$ cat config.mk
export PLATFORM = sky130hd
export DESIGN_NAME = reset_brownout_guard_control
export DESIGN_NICKNAME = d
export VERILOG_FILES = /design/src/rtl/sysctl_pkg.sv /design/src/rtl/sync_filter.sv /design/src/rtl/reset_brownout_guard_control.sv
export SDC_FILE = /design/constraint.sdc
export NUM_CORES = 1
export LEC_CHECK = 0
export BUFFER_PORTS_ARGS = -buffer_cell sky130_fd_sc_hd__clkbuf_2
export CAP_MARGIN = 5
export CORE_MARGIN = 5
export CORE_UTILIZATION = 38
export CTS_BUF_LIST = sky130_fd_sc_hd__clkbuf_8
export DETAILED_ROUTE_END_ITERATION = 8
export GPL_TIMING_DRIVEN = 1
export SETUP_SLACK_MARGIN = 0.2
export SLEW_MARGIN = 20
export SYNTH_ARGS = -nofsm -noshare
export SYNTH_HDL_FRONTEND = slang
export SYNTH_SLANG_ARGS = --single-unit
$ cat constraint.sdc
create_clock -name i_mclk -period 2.02 [get_ports i_mclk]
set_clock_uncertainty 0.2 [all_clocks]
set_input_delay 0.303 -clock i_mclk [delete_from_list [all_inputs] [get_ports i_mclk]]
set_output_delay 0.303 -clock i_mclk [all_outputs]
set_load 0.03 [all_outputs]
$ cat src/rtl/sysctl_pkg.sv
// Summary of operation
// - Any of four sources asserts chip reset
// - Hold reset until pin, oscillator, count, flash
// - Processor starts at address zero on release
// - Boot address and vector base hold reset values before release
// - First brownout stage raises interrupt request
// - Interrupt gated by enable, status always readable
// - Second brownout stage asserts chip reset
// - Brownout reset hands over to power-on reset
// - Both brownout thresholds use hysteresis
// - Protection level decoded from flash pattern
// - In-app flash calls allowed at every level
// - Level one blocks debug, protects sector zero
// - Level two blocks debug, allows chip erase and writes outside sector zero
// - Level three blocks debug and ISP, ignores boot override
// - Thirty edge inputs, one level wake input
`default_nettype none
package sysctl_pkg;
    localparam int CLK_MHZ = 250;
    localparam int RESET_HOLD_NS = 1000;
    localparam int RESET_HOLD_CYC = (RESET_HOLD_NS * CLK_MHZ + 999) / 1000;
    localparam int HYST_NS = 400;
    localparam int HYST_CYC = (HYST_NS * CLK_MHZ + 999) / 1000;
    localparam int EDGE_IRQS = 30;
    localparam logic [31:0] BOOT_ADDR = 32'h0000_0000;
    localparam logic [31:0] GUARD_PAT_ONE = 32'h1234_5678;
    localparam logic [31:0] GUARD_PAT_TWO = 32'h8765_4321;
    localparam logic [31:0] GUARD_PAT_THREE = 32'h4321_8765;
    localparam logic [31:0] VTOR_LIMIT = 32'h4000_0000;
    localparam logic [31:0] VTOR_ALIGN_MASK = 32'h0000_01FF;
    typedef enum logic [1:0] {
        GUARD_NONE,
        GUARD_ONE,
        GUARD_TWO,
        GUARD_THREE
    } guard_level_t;
    typedef enum {
        ST_HOLD,
        ST_COUNT,
        ST_FLASH,
        ST_RUN
    } rst_state_t;
endpackage : sysctl_pkg
`default_nettype wire

$ cat src/rtl/sync_filter.sv
`default_nettype none
module sync_filter #(
    parameter int HOLD = 1
) (
    input wire logic i_mclk,
    input wire logic i_rstn,
    input wire logic i_async,
    output logic o_level
);
    logic meta_ff;
    logic sync_ff;
    logic [15:0] cnt_ff;
    logic level_ff;
    logic differs;
    logic done;

    assign differs = sync_ff != level_ff;
    assign done = cnt_ff == 16'(HOLD - 1);
    assign o_level = level_ff;

    always_ff @(posedge i_mclk) begin
        meta_ff <= i_async;
        sync_ff <= meta_ff;
    end

    // Output changes only after the new level is steady for HOLD cycles
    always_ff @(posedge i_mclk) begin
        if (!i_rstn) begin
            cnt_ff <= 16'h0000;
            level_ff <= 1'b0;
        end else if (!differs) begin
            cnt_ff <= 16'h0000;
        end else if (done) begin
            cnt_ff <= 16'h0000;
            level_ff <= sync_ff;
        end else begin
            cnt_ff <= cnt_ff + 16'h0001;
        end
    end
endmodule : sync_filter
`default_nettype wire

$ cat src/rtl/reset_brownout_guard_control.sv
`default_nettype none
module reset_brownout_guard_control
    import sysctl_pkg::*;
(
    input wire logic i_mclk,
    input wire logic i_rstn,
    input wire logic i_reset_pin_n,
    input wire logic i_watchdog_rst,
    input wire logic i_por,
    input wire logic i_bod_irq_cmp,
    input wire logic i_bod_rst_cmp,
    input wire logic i_osc_ok,
    input wire logic i_flash_init_done,
    input wire logic [31:0] i_guard_word,
    input wire logic i_boot_override_pin_n,
    input wire logic i_brownout_irq_en,
    input wire logic i_isp_erase_all,
    input wire logic i_isp_write,
    input wire logic [4:0] i_isp_sector,
    input wire logic i_iap_req,
    input wire logic [EDGE_IRQS-1:0] i_edge_irq_pin,
    input wire logic [EDGE_IRQS-1:0] i_edge_irq_sel,
    input wire logic i_ext_irq_pin,
    input wire logic i_ext_wake_en,
    input wire logic i_powered_down,
    input wire logic [31:0] i_vtor_wr_data,
    input wire logic i_vtor_wr,
    output logic o_chip_rst_n,
    output logic o_flash_init_start,
    output logic [31:0] o_boot_addr,
    output logic o_brownout_irq,
    output logic o_brownout_status,
    output sysctl_pkg::guard_level_t o_guard_level,
    output logic o_debug_allow,
    output logic o_isp_allow,
    output logic o_isp_cmd_ok,
    output logic o_iap_allow,
    output logic o_isp_enter,
    output logic [EDGE_IRQS-1:0] o_edge_irq,
    output logic o_ext_irq,
    output logic o_wake,
    output logic [31:0] o_vtor,
    output logic o_vtor_err
);
    import sysctl_pkg::*;

    ////////////////////////////////////////////////////////////////////////
    // Input synchronisers and brownout hysteresis
    logic pin_rst_lvl;
    logic bod_irq_lvl;
    logic bod_rst_lvl;
    logic osc_lvl;
    logic ext_lvl;
    logic boot_lvl;

    sync_filter #(.HOLD(1)) u_pin (
        .i_mclk(i_mclk),
        .i_rstn(i_rstn),
        .i_async(~i_reset_pin_n),
        .o_level(pin_rst_lvl)
    );
    sync_filter #(.HOLD(HYST_CYC)) u_bod_irq (
        .i_mclk(i_mclk),
        .i_rstn(i_rstn),
        .i_async(i_bod_irq_cmp),
        .o_level(bod_irq_lvl)
    );
    sync_filter #(.HOLD(HYST_CYC)) u_bod_rst (
        .i_mclk(i_mclk),
        .i_rstn(i_rstn),
        .i_async(i_bod_rst_cmp),
        .o_level(bod_rst_lvl)
    );
    sync_filter #(.HOLD(1)) u_osc (
        .i_mclk(i_mclk),
        .i_rstn(i_rstn),
        .i_async(i_osc_ok),
        .o_level(osc_lvl)
    );
    sync_filter #(.HOLD(1)) u_ext (
        .i_mclk(i_mclk),
        .i_rstn(i_rstn),
        .i_async(i_ext_irq_pin),
        .o_level(ext_lvl)
    );
    sync_filter #(.HOLD(1)) u_boot (
        .i_mclk(i_mclk),
        .i_rstn(i_rstn),
        .i_async(~i_boot_override_pin_n),
        .o_level(boot_lvl)
    );

    ////////////////////////////////////////////////////////////////////////
    // Reset merge and release sequencer
    rst_state_t state_ff;
    rst_state_t nxt_state;
    logic [15:0] hold_cnt_ff;
    logic [15:0] nxt_hold_cnt;
    logic any_src;
    logic hold_done;

    // Brownout reset stays on the whole way down; power-on reset overlaps
    assign any_src = pin_rst_lvl | i_watchdog_rst | i_por |
                     bod_rst_lvl;
    assign hold_done = hold_cnt_ff == 16'(RESET_HOLD_CYC - 1);

    always_comb begin
        nxt_state = state_ff;
        nxt_hold_cnt = 16'h0000;
        case (state_ff)
            ST_HOLD: begin
                if (!any_src && osc_lvl) begin
                    nxt_state = ST_COUNT;
                end
            end
            ST_COUNT: begin
                nxt_hold_cnt = hold_cnt_ff + 16'h0001;
                if (hold_done) begin
                    nxt_state = ST_FLASH;
                end
            end
            ST_FLASH: begin
                if (i_flash_init_done) begin
                    nxt_state = ST_RUN;
                end
            end
            ST_RUN: begin
                nxt_state = ST_RUN;
            end
            default: begin
                nxt_state = ST_HOLD;
            end
        endcase
        if (any_src || !osc_lvl) begin
            nxt_state = ST_HOLD;
            nxt_hold_cnt = 16'h0000;
        end
    end

    always_ff @(posedge i_mclk) begin
        if (!i_rstn) begin
            state_ff <= ST_HOLD;
            hold_cnt_ff <= 16'h0000;
        end else begin
            state_ff <= nxt_state;
            hold_cnt_ff <= nxt_hold_cnt;
        end
    end

    logic chip_rst_n_ff;
    logic flash_start_ff;
    logic running;

    assign running = state_ff == ST_RUN;
    assign o_chip_rst_n = chip_rst_n_ff;
    assign o_flash_init_start = flash_start_ff;

    always_ff @(posedge i_mclk) begin
        if (!i_rstn) begin
            chip_rst_n_ff <= 1'b0;
            flash_start_ff <= 1'b0;
        end else begin
            chip_rst_n_ff <= nxt_state == ST_RUN;
            flash_start_ff <= nxt_state == ST_FLASH;
        end
    end

    ////////////////////////////////////////////////////////////////////////
    // Boot address and guard level latch
    logic [31:0] boot_addr_ff;
    guard_level_t guard_ff;
    guard_level_t guard_dec;

    function automatic guard_level_t decode_guard(input logic [31:0] w);
        if (w == GUARD_PAT_ONE) begin
            decode_guard = GUARD_ONE;
        end else if (w == GUARD_PAT_TWO) begin
            decode_guard = GUARD_TWO;
        end else if (w == GUARD_PAT_THREE) begin
            decode_guard = GUARD_THREE;
        end else begin
            decode_guard = GUARD_NONE;
        end
    endfunction : decode_guard

    assign guard_dec = decode_guard(i_guard_word);
    assign o_boot_addr = boot_addr_ff;
    assign o_guard_level = guard_ff;

    // Boot address is reset while the chip is held in reset; guard level keeps its value until flash init done
    always_ff @(posedge i_mclk) begin
        if (!i_rstn) begin
            boot_addr_ff <= BOOT_ADDR;
            guard_ff <= GUARD_NONE;
        end else if (!running) begin
            boot_addr_ff <= BOOT_ADDR;
            if (state_ff == ST_FLASH && i_flash_init_done) begin
                guard_ff <= guard_dec;
            end
        end
    end

    ////////////////////////////////////////////////////////////////////////
    // Access gating
    logic debug_ok;
    logic isp_ok;
    logic cmd_ok;
    logic debug_ff;
    logic isp_ff;
    logic cmd_ff;
    logic iap_ff;
    logic isp_enter_ff;

    assign debug_ok = guard_ff == GUARD_NONE;
    assign isp_ok = guard_ff != GUARD_THREE;
    assign cmd_ok = (guard_ff == GUARD_NONE) ||
        (guard_ff == GUARD_ONE && i_isp_write &&
         i_isp_sector != 5'h00) ||
        (guard_ff == GUARD_TWO && (i_isp_erase_all ||
         (i_isp_write && i_isp_sector != 5'h00)));
    assign o_debug_allow = debug_ff;
    assign o_isp_allow = isp_ff;
    assign o_isp_cmd_ok = cmd_ff;
    assign o_iap_allow = iap_ff;
    assign o_isp_enter = isp_enter_ff;

    always_ff @(posedge i_mclk) begin
        if (!i_rstn) begin
            debug_ff <= 1'b0;
            isp_ff <= 1'b0;
            cmd_ff <= 1'b0;
            iap_ff <= 1'b0;
            isp_enter_ff <= 1'b0;
        end else begin
            debug_ff <= running && debug_ok;
            isp_ff <= running && isp_ok;
            cmd_ff <= running && isp_ok && cmd_ok;
            iap_ff <= running && i_iap_req;
            isp_enter_ff <= running && isp_ok && boot_lvl;
        end
    end

    ////////////////////////////////////////////////////////////////////////
    // Brownout interrupt, external interrupts and wake
    logic bod_irq_ff;
    logic bod_stat_ff;
    logic [EDGE_IRQS-1:0] edge_meta_ff;
    logic [EDGE_IRQS-1:0] edge_sync_ff;
    logic [EDGE_IRQS-1:0] edge_prev_ff;
    logic [EDGE_IRQS-1:0] edge_irq_ff;
    logic ext_irq_ff;
    logic wake_ff;

    assign o_brownout_irq = bod_irq_ff;
    assign o_brownout_status = bod_stat_ff;
    assign o_edge_irq = edge_irq_ff;
    assign o_ext_irq = ext_irq_ff;
    assign o_wake = wake_ff;

    always_ff @(posedge i_mclk) begin
        edge_meta_ff <= i_edge_irq_pin;
        edge_sync_ff <= edge_meta_ff;
    end

    always_ff @(posedge i_mclk) begin
        if (!i_rstn) begin
            bod_irq_ff <= 1'b0;
            bod_stat_ff <= 1'b0;
            edge_prev_ff <= '0;
            edge_irq_ff <= '0;
            ext_irq_ff <= 1'b0;
            wake_ff <= 1'b0;
        end else begin
            bod_irq_ff <= bod_irq_lvl && i_brownout_irq_en;
            bod_stat_ff <= bod_irq_lvl;
            edge_prev_ff <= edge_sync_ff;
            edge_irq_ff <= edge_sync_ff & ~edge_prev_ff &
                           i_edge_irq_sel;
            ext_irq_ff <= ext_lvl;
            wake_ff <= ext_lvl && i_ext_wake_en && i_powered_down;
        end
    end

    ////////////////////////////////////////////////////////////////////////
    // Vector table base check
    logic [31:0] vtor_ff;
    logic vtor_err_ff;
    logic vtor_bad;

    assign vtor_bad = (i_vtor_wr_data >= VTOR_LIMIT) ||
        ((i_vtor_wr_data & VTOR_ALIGN_MASK) != 32'h0000_0000);
    assign o_vtor = vtor_ff;
    assign o_vtor_err = vtor_err_ff;

    always_ff @(posedge i_mclk) begin
        if (!i_rstn) begin
            vtor_ff <= 32'h0000_0000;
            vtor_err_ff <= 1'b0;
        end else if (!running) begin
            vtor_ff <= 32'h0000_0000;
            vtor_err_ff <= 1'b0;
        end else if (i_vtor_wr) begin
            vtor_err_ff <= vtor_bad;
            if (!vtor_bad) begin
                vtor_ff <= i_vtor_wr_data;
            end
        end
    end
endmodule : reset_brownout_guard_control
`default_nettype wire

# Word level (Yosys, flattened, before mapping)
# Cells that the tools add are included.
[word_totals]
register_bits = 328
in_bits = 147
output_inout_bits = 108
[op_classes]
n_addsub = 7
order_cmp = 1
eq_ne = 22
n_mux = 8
n_bitwise = 18
n_reduce_logical = 45
[op_table]
columns = ["cell", "n"]
rows = [
  ["$eq 32x3->1 const B", 4],
  ["$mux 32", 4],
  ["$pmux 32 s4", 1],
  ["$add 16x1->16 const B", 7],
  ["$eq 32x2->1 const B", 2],
  ["$logic_not 16->1", 4],
  ["$and 30x30->30", 2],
  ["$eq 16x7->1 const B", 2],
  ["$eq 32x1->1 const B", 1],
  ["$eq 32x29->1 const B", 1],
  ["$eq 32x31->1 const B", 1],
  ["$eq 32x32->1 const B", 1],
  ["$ge 32x31->1 const B", 1],
  ["$logic_not 32->1", 1],
  ["$reduce_bool 32->1", 1],
  ["$not 30->30", 1],
  ["$reduce_or 3->1", 7],
  ["$reduce_and 2->1", 9],
  ["$eq 16x8->1 const B", 1],
  ["$logic_and 1x1->1", 14],
  ["$not 1->1", 12],
  ["$mux 2", 3],
  ["$ne 1x1->1", 6],
  ["$logic_or 1x1->1", 5],
  ["other kinds (7)", 10],
]

# Logic depth before layout (Yosys ltp)
[logic_depth]
ltp_word = 9
mapped_depth = 7
ltp_nobuf = 6

# Cells and area by module
# A second synthesis with hierarchy kept.
[hier_totals]
cells_unflattened = 1063
area_unflattened_um2 = 11370.9
[by_module_without_submodules]
columns = ["mod", "n_inst", "cells_per_inst", "area_each_um2"]
rows = [
  ["reset_brownout_guard_control", 1, 529, 6401.1],
  ["sync_filter at u_boot ...", 4, 90, 839.6],
  ["sync_filter at u_bod_irq ...", 2, 87, 805.8],
]

# Least setup slack after synthesis
# OpenSTA, ideal clock, no wires.
[synth_path]
kind = "input-to-reg"
from = "input port i_watchdog_rst"
to = "register chip_rst_n_ff, in the netlist o_chip_rst_n"
setup_time_ps = 80
t_arrival_ps = 1529
t_required_ps = 1740
path_slack_ps = 211
stages = 4
path_buffers = 0
path_cell_list = "or2_2 > o41a_1 > a2111oi_2 > nor3b_1"
[synth_between]
elab_chain_len = 9
word_cells_on_any_way = 10
cone_classes = "eq/ne: 1; mux: 3; bitwise: 3; reduce/logical: 3"
[synth_rtl]
columns = ["element", "line_no", "source"]
rows = [
  ["start, declared", "reset_brownout_guard_control.sv:8", "input wire logic i_watchdog_rst,"],
  ["$or 1x1->1 (*) (3 in a row)", "reset_brownout_guard_control.sv:103", "assign any_src = pin_rst_lvl | i_watchdog_rst | i_por |"],
  ["$logic_not 1->1", "reset_brownout_guard_control.sv:112", "if (!any_src && osc_lvl) begin"],
  ["$logic_and 1x1->1", "reset_brownout_guard_control.sv:112", ""],
  ["$mux 32", "reset_brownout_guard_control.sv:112", ""],
  ["$pmux 32 s4", "reset_brownout_guard_control.sv:110", "case (state_ff)"],
  ["$mux 32 (*)", "reset_brownout_guard_control.sv:134", "if (any_src || !osc_lvl) begin"],
  ["$eq 32x3->1 (*)", "reset_brownout_guard_control.sv:163", "chip_rst_n_ff <= nxt_state == ST_RUN;"],
  ["end signal, assigned", "reset_brownout_guard_control.sv:160", "chip_rst_n_ff <= 1'b0;"],
  ["end signal, assigned", "reset_brownout_guard_control.sv:163", ""],
  ["end, declared", "reset_brownout_guard_control.sv:150", "logic chip_rst_n_ff;"],
]
# Mark *: on every way between the ends. The rest lies on a longest branch, timed or not.
# A chain may end at the register's enable or synchronous reset.

# Worst setup path after layout
[layout_path]
from = "register hold_cnt_ff[9]"
to = "register state_ff[0]"
[layout_between]
elab_chain_len = 4
[layout_rtl]
columns = ["element", "line_no", "source"]
rows = [
  ["start, declared", "reset_brownout_guard_control.sv:97", "logic [15:0] hold_cnt_ff;"],
  ["start signal, assigned", "reset_brownout_guard_control.sv:146", "hold_cnt_ff <= nxt_hold_cnt;"],
  ["$eq 16x8->1", "reset_brownout_guard_control.sv:105", "assign hold_done = hold_cnt_ff == 16'(RESET_HOLD_CYC - 1);"],
  ["$mux 32", "reset_brownout_guard_control.sv:118", "if (hold_done) begin"],
  ["$pmux 32 s4", "reset_brownout_guard_control.sv:110", ""],
  ["$mux 32", "reset_brownout_guard_control.sv:134", ""],
  ["end signal, assigned", "reset_brownout_guard_control.sv:145", "state_ff <= nxt_state;"],
  ["end, declared", "reset_brownout_guard_control.sv:95", "rst_state_t state_ff;"],
]
# Every way passes these cells.

==> results.cfg <==
[logic_synthesis]
syn-cell-area_um2 = 11220
yosys.area.top_type = dfxtp_1
synth.most_common_cell = dfxtp_1
yosysUniqueCellTypes = 53
synth_top_area_share_pct = 58.51
synthTopCellsByArea = dfxtp_1 59%, xnor2_1 3.9%, nor2_1 3.0%, nand2_1 2.6%, xor2_1 2.6%
synth_ff_type = dfxtp_1
synth.avg_cell_area_um2 = 10.27
async_flop_share_pct = 0
synth_edf_count = 0
ys_seq_elements = 328
ys_seq_area_share_pct = 58.51
netlist_instances = 1093
synth_warnings = 0
synthTopCellsByCount = 328 x dfxtp_1, 89 x nor2_1, 78 x nand2_1, 50 x xnor2_1, 45 x a21oi_1

[floorplan]
die_area_um2 = 33070
rows = 63
fp.dieH_um = 181.8
num_io_pins = 255
core_um2 = 29400
initial_core_util_pct = 38.17
die_x_um = 181.8

[timing]
drv_slew = 0
holdWs_ns = -0.003480
hold_violations = 1
rsz0062_at_grt = true
fin_ws_ns = 0.1846
finalSetupViolations = 0
fmax_mhz = 544.9
tns_ns = 0
finalCritPeriodShare_pct = 90.86
min_period_ns = 1.835

[pwr]
p_sw_share_pct = 21.91
power.density_nw_per_um2 = 862.1
leakage_nw = 6.442
internal-power_w = 0.01073
peakVddDrop_uv = 575.7
p_total_w = 0.01374
p_switching_w = 0.003010
combPwrFrac_pct = 4.6
seqPwrFrac_pct = 48.8
p_clk_share_pct = 46.7

[clocking]
htreeDepth = 2
clock_latency_ns = 0.57
cts_tree = yes
cts_buffers = 55
clk_pin_slew_ns = 0.06
ctsHoldBuffers = 108
clock_sinks = 328
cts-root-buf = clkbuf_8
cts_buffer_depth = 3

[global_route]
grt_pass1_vias = 8651
antenna_found_initial = 0
grt_max_degree = 34
overflow = 0
groute.usage.overall_pct = 14.73
grt_pass1_wl_mm = 41.07

[worst_setup_path]
critPathCaptureType = flip-flop
worstPathArrival_ns = 2.09
cp_max_fo = 2
path_class = reg -> reg
required_ns = 2.28
cp-start-kind = flip-flop

[detailed_routing]
initialDrtViolationCount = 338
vias = 8916
wirelength_mm = 26.26
viasPerCell = 4.547
wl_per_cell_um = 13.39
drc_errors = 0
ant_nets = 0
first_pass_iters = 4

[placed_design]
hpwl_mm = 17.26
place.gp.congestion = 0.7986
placed_area_um2 = 13020
pre_cts_ws_ns = 0.009813
io_buffer_count = 222

[finish]
nFillCells = 2582
antenna_cells = 0
nets = 1686
utilization_pct = 54.19
syn_to_final_growth_pct = 41.99
drive_above_1_share_pct = 29.28
fin_area_um2 = 15930

[status]
outcome = finished, violations left
violations = hold timing

[run]
maxCapViolCount = 0

[hold_path]
hold_path_class = in -> reg
==> routing by layer <==
layer | track usage [%] | wire length, µm
met2 | 25.82 | 13340
met1 | 17.91 | 11190
met4 | 4.773 | 625
met3 | 3.365 | 1104
met5 | 0 | 0
==> cell usage in the layout, fill, tap and decap left out, drive strengths merged, types with 5 or more instances in the layout <==
| cell | count |
|---|---|
| nor3 | 37 |
| clkbuf | 294 |
| clkinv | 8 |
| mux2i | 7 |
| and2 | 35 |
| o21ai | 16 |
| nand3 | 41 |
| or4bb | 5 |
| dfxtp | 328 |
| and3 | 11 |
| inv | 51 |
| nor4 | 41 |
| conb | 62 |
| or4 | 6 |
| nor3b | 14 |
| o31ai | 5 |
| nor2 | 89 |
| and3b | 30 |
| nand4 | 41 |
| xnor2 | 50 |
| nor4b | 9 |
| ha | 12 |
| buf | 44 |
| xor2 | 33 |
| or3 | 20 |
| nand2 | 78 |
| bufinv | 5 |
| a21oi | 45 |
| and4 | 12 |
| dlygate4sd3 | 108 |
| nor2b | 7 |
==> area by class of cell <==
| type | count | area [µm²] | area share (%) |
|---|---|---|---|
| Clock buffer | 69 | 949.7 | 5.960 |
| Clock inverter | 32 | 301.5 | 1.892 |
| Inverter | 35 | 131.4 | 0.8245 |
| Multi-Input combinational cell | 730 | 4742 | 29.76 |
| Sequential cell | 328 | 6618 | 41.53 |
| Tap cell | 390 | 488.0 | 3.062 |
| Timing Repair Buffer | 377 | 2704 | 16.97 |
==> path summary, 6_finish.rpt <==
kind	start	to	slack, ns	cells after the start
setup / recovery	hold_cnt_ff[9]	state_ff[0]	0.18	5
hold / removal	i_guard_word[12]	o_guard_level[1]	-0.003	5
setup reg to reg	hold_cnt_ff[9]	state_ff[0]	0.18	5
hold reg to reg	edge_meta_ff[15]	edge_sync_ff[15]	0.12	0
==> sequential cells by signal, indices dropped and copies added, names as in the netlist, 2 cells and up <==
signal and flops:
u_osc.cnt_ff 16, o_edge_irq 30, hold_cnt_ff 16, state_ff 32, o_vtor 32, edge_sync_ff 30, u_boot.cnt_ff 16, u_bod_rst.cnt_ff 16
u_ext.cnt_ff 16, edge_prev_ff 30, u_bod_irq.cnt_ff 16, edge_meta_ff 30, u_pin.cnt_ff 16, o_guard_level 2
==> power groups by stage <==
stage	clock network [W]	registers, W	logic [W]
after global placement	0	0.00682	0.000436
final	0.00641	0.00670	0.000628
after CTS	0.00662	0.00669	0.000618
after global routing	0.00694	0.00671	0.000679
after floorplan	0	0.00686	0.000231
after detailed placement	0	0.00683	0.000442
==> through the flow <==
stage / instances / hold slack [ns]
after floorplan: 1154 / 0.1096
after global placement: 1738 / 0.1099
after detailed placement: 1738 / 0.1121
after CTS: 1949 / -0.007964
after global routing: 1961 / -0.002167
final: 1961 / -0.003480
==> kinds of logic (layout without fill, tap and decap cells) <==
family	Yosys count	count (layout)	synth area share, %
AOI/OAI and AO/OA	76	76	3.903
buffers and inverters	96	513	4.348
and+or+nand+nor	490	490	24.76
adders and majority gates	12	12	1.338
muxes	7	7	0.6244
other	1	62	0.03342
DFF	328	328	58.51
xor gates and xnor gates	83	83	6.478
==> repair_timing <==
| action | CTS | global route |
|---|---|---|
| setup buffers | 1 | 8 |
| endpoints found under the setup margin | 74 | 105 |
| gates cloned | 1 | 4 |
| resized for setup | 34 | 71 |
| pin swaps | 4 | 12 |
| endpoints found under the hold margin | 96 | 1 |
==> critical path, stage by stage (launching register included) <==
cell and delay, ns:
dfxtp_2 0.32, or4_4 0.54, nor4_4 0.27, a2111oi_4 0.13, buf_4 0.16, nor2b_4 0.11
(Power assumes the default switching activity.)
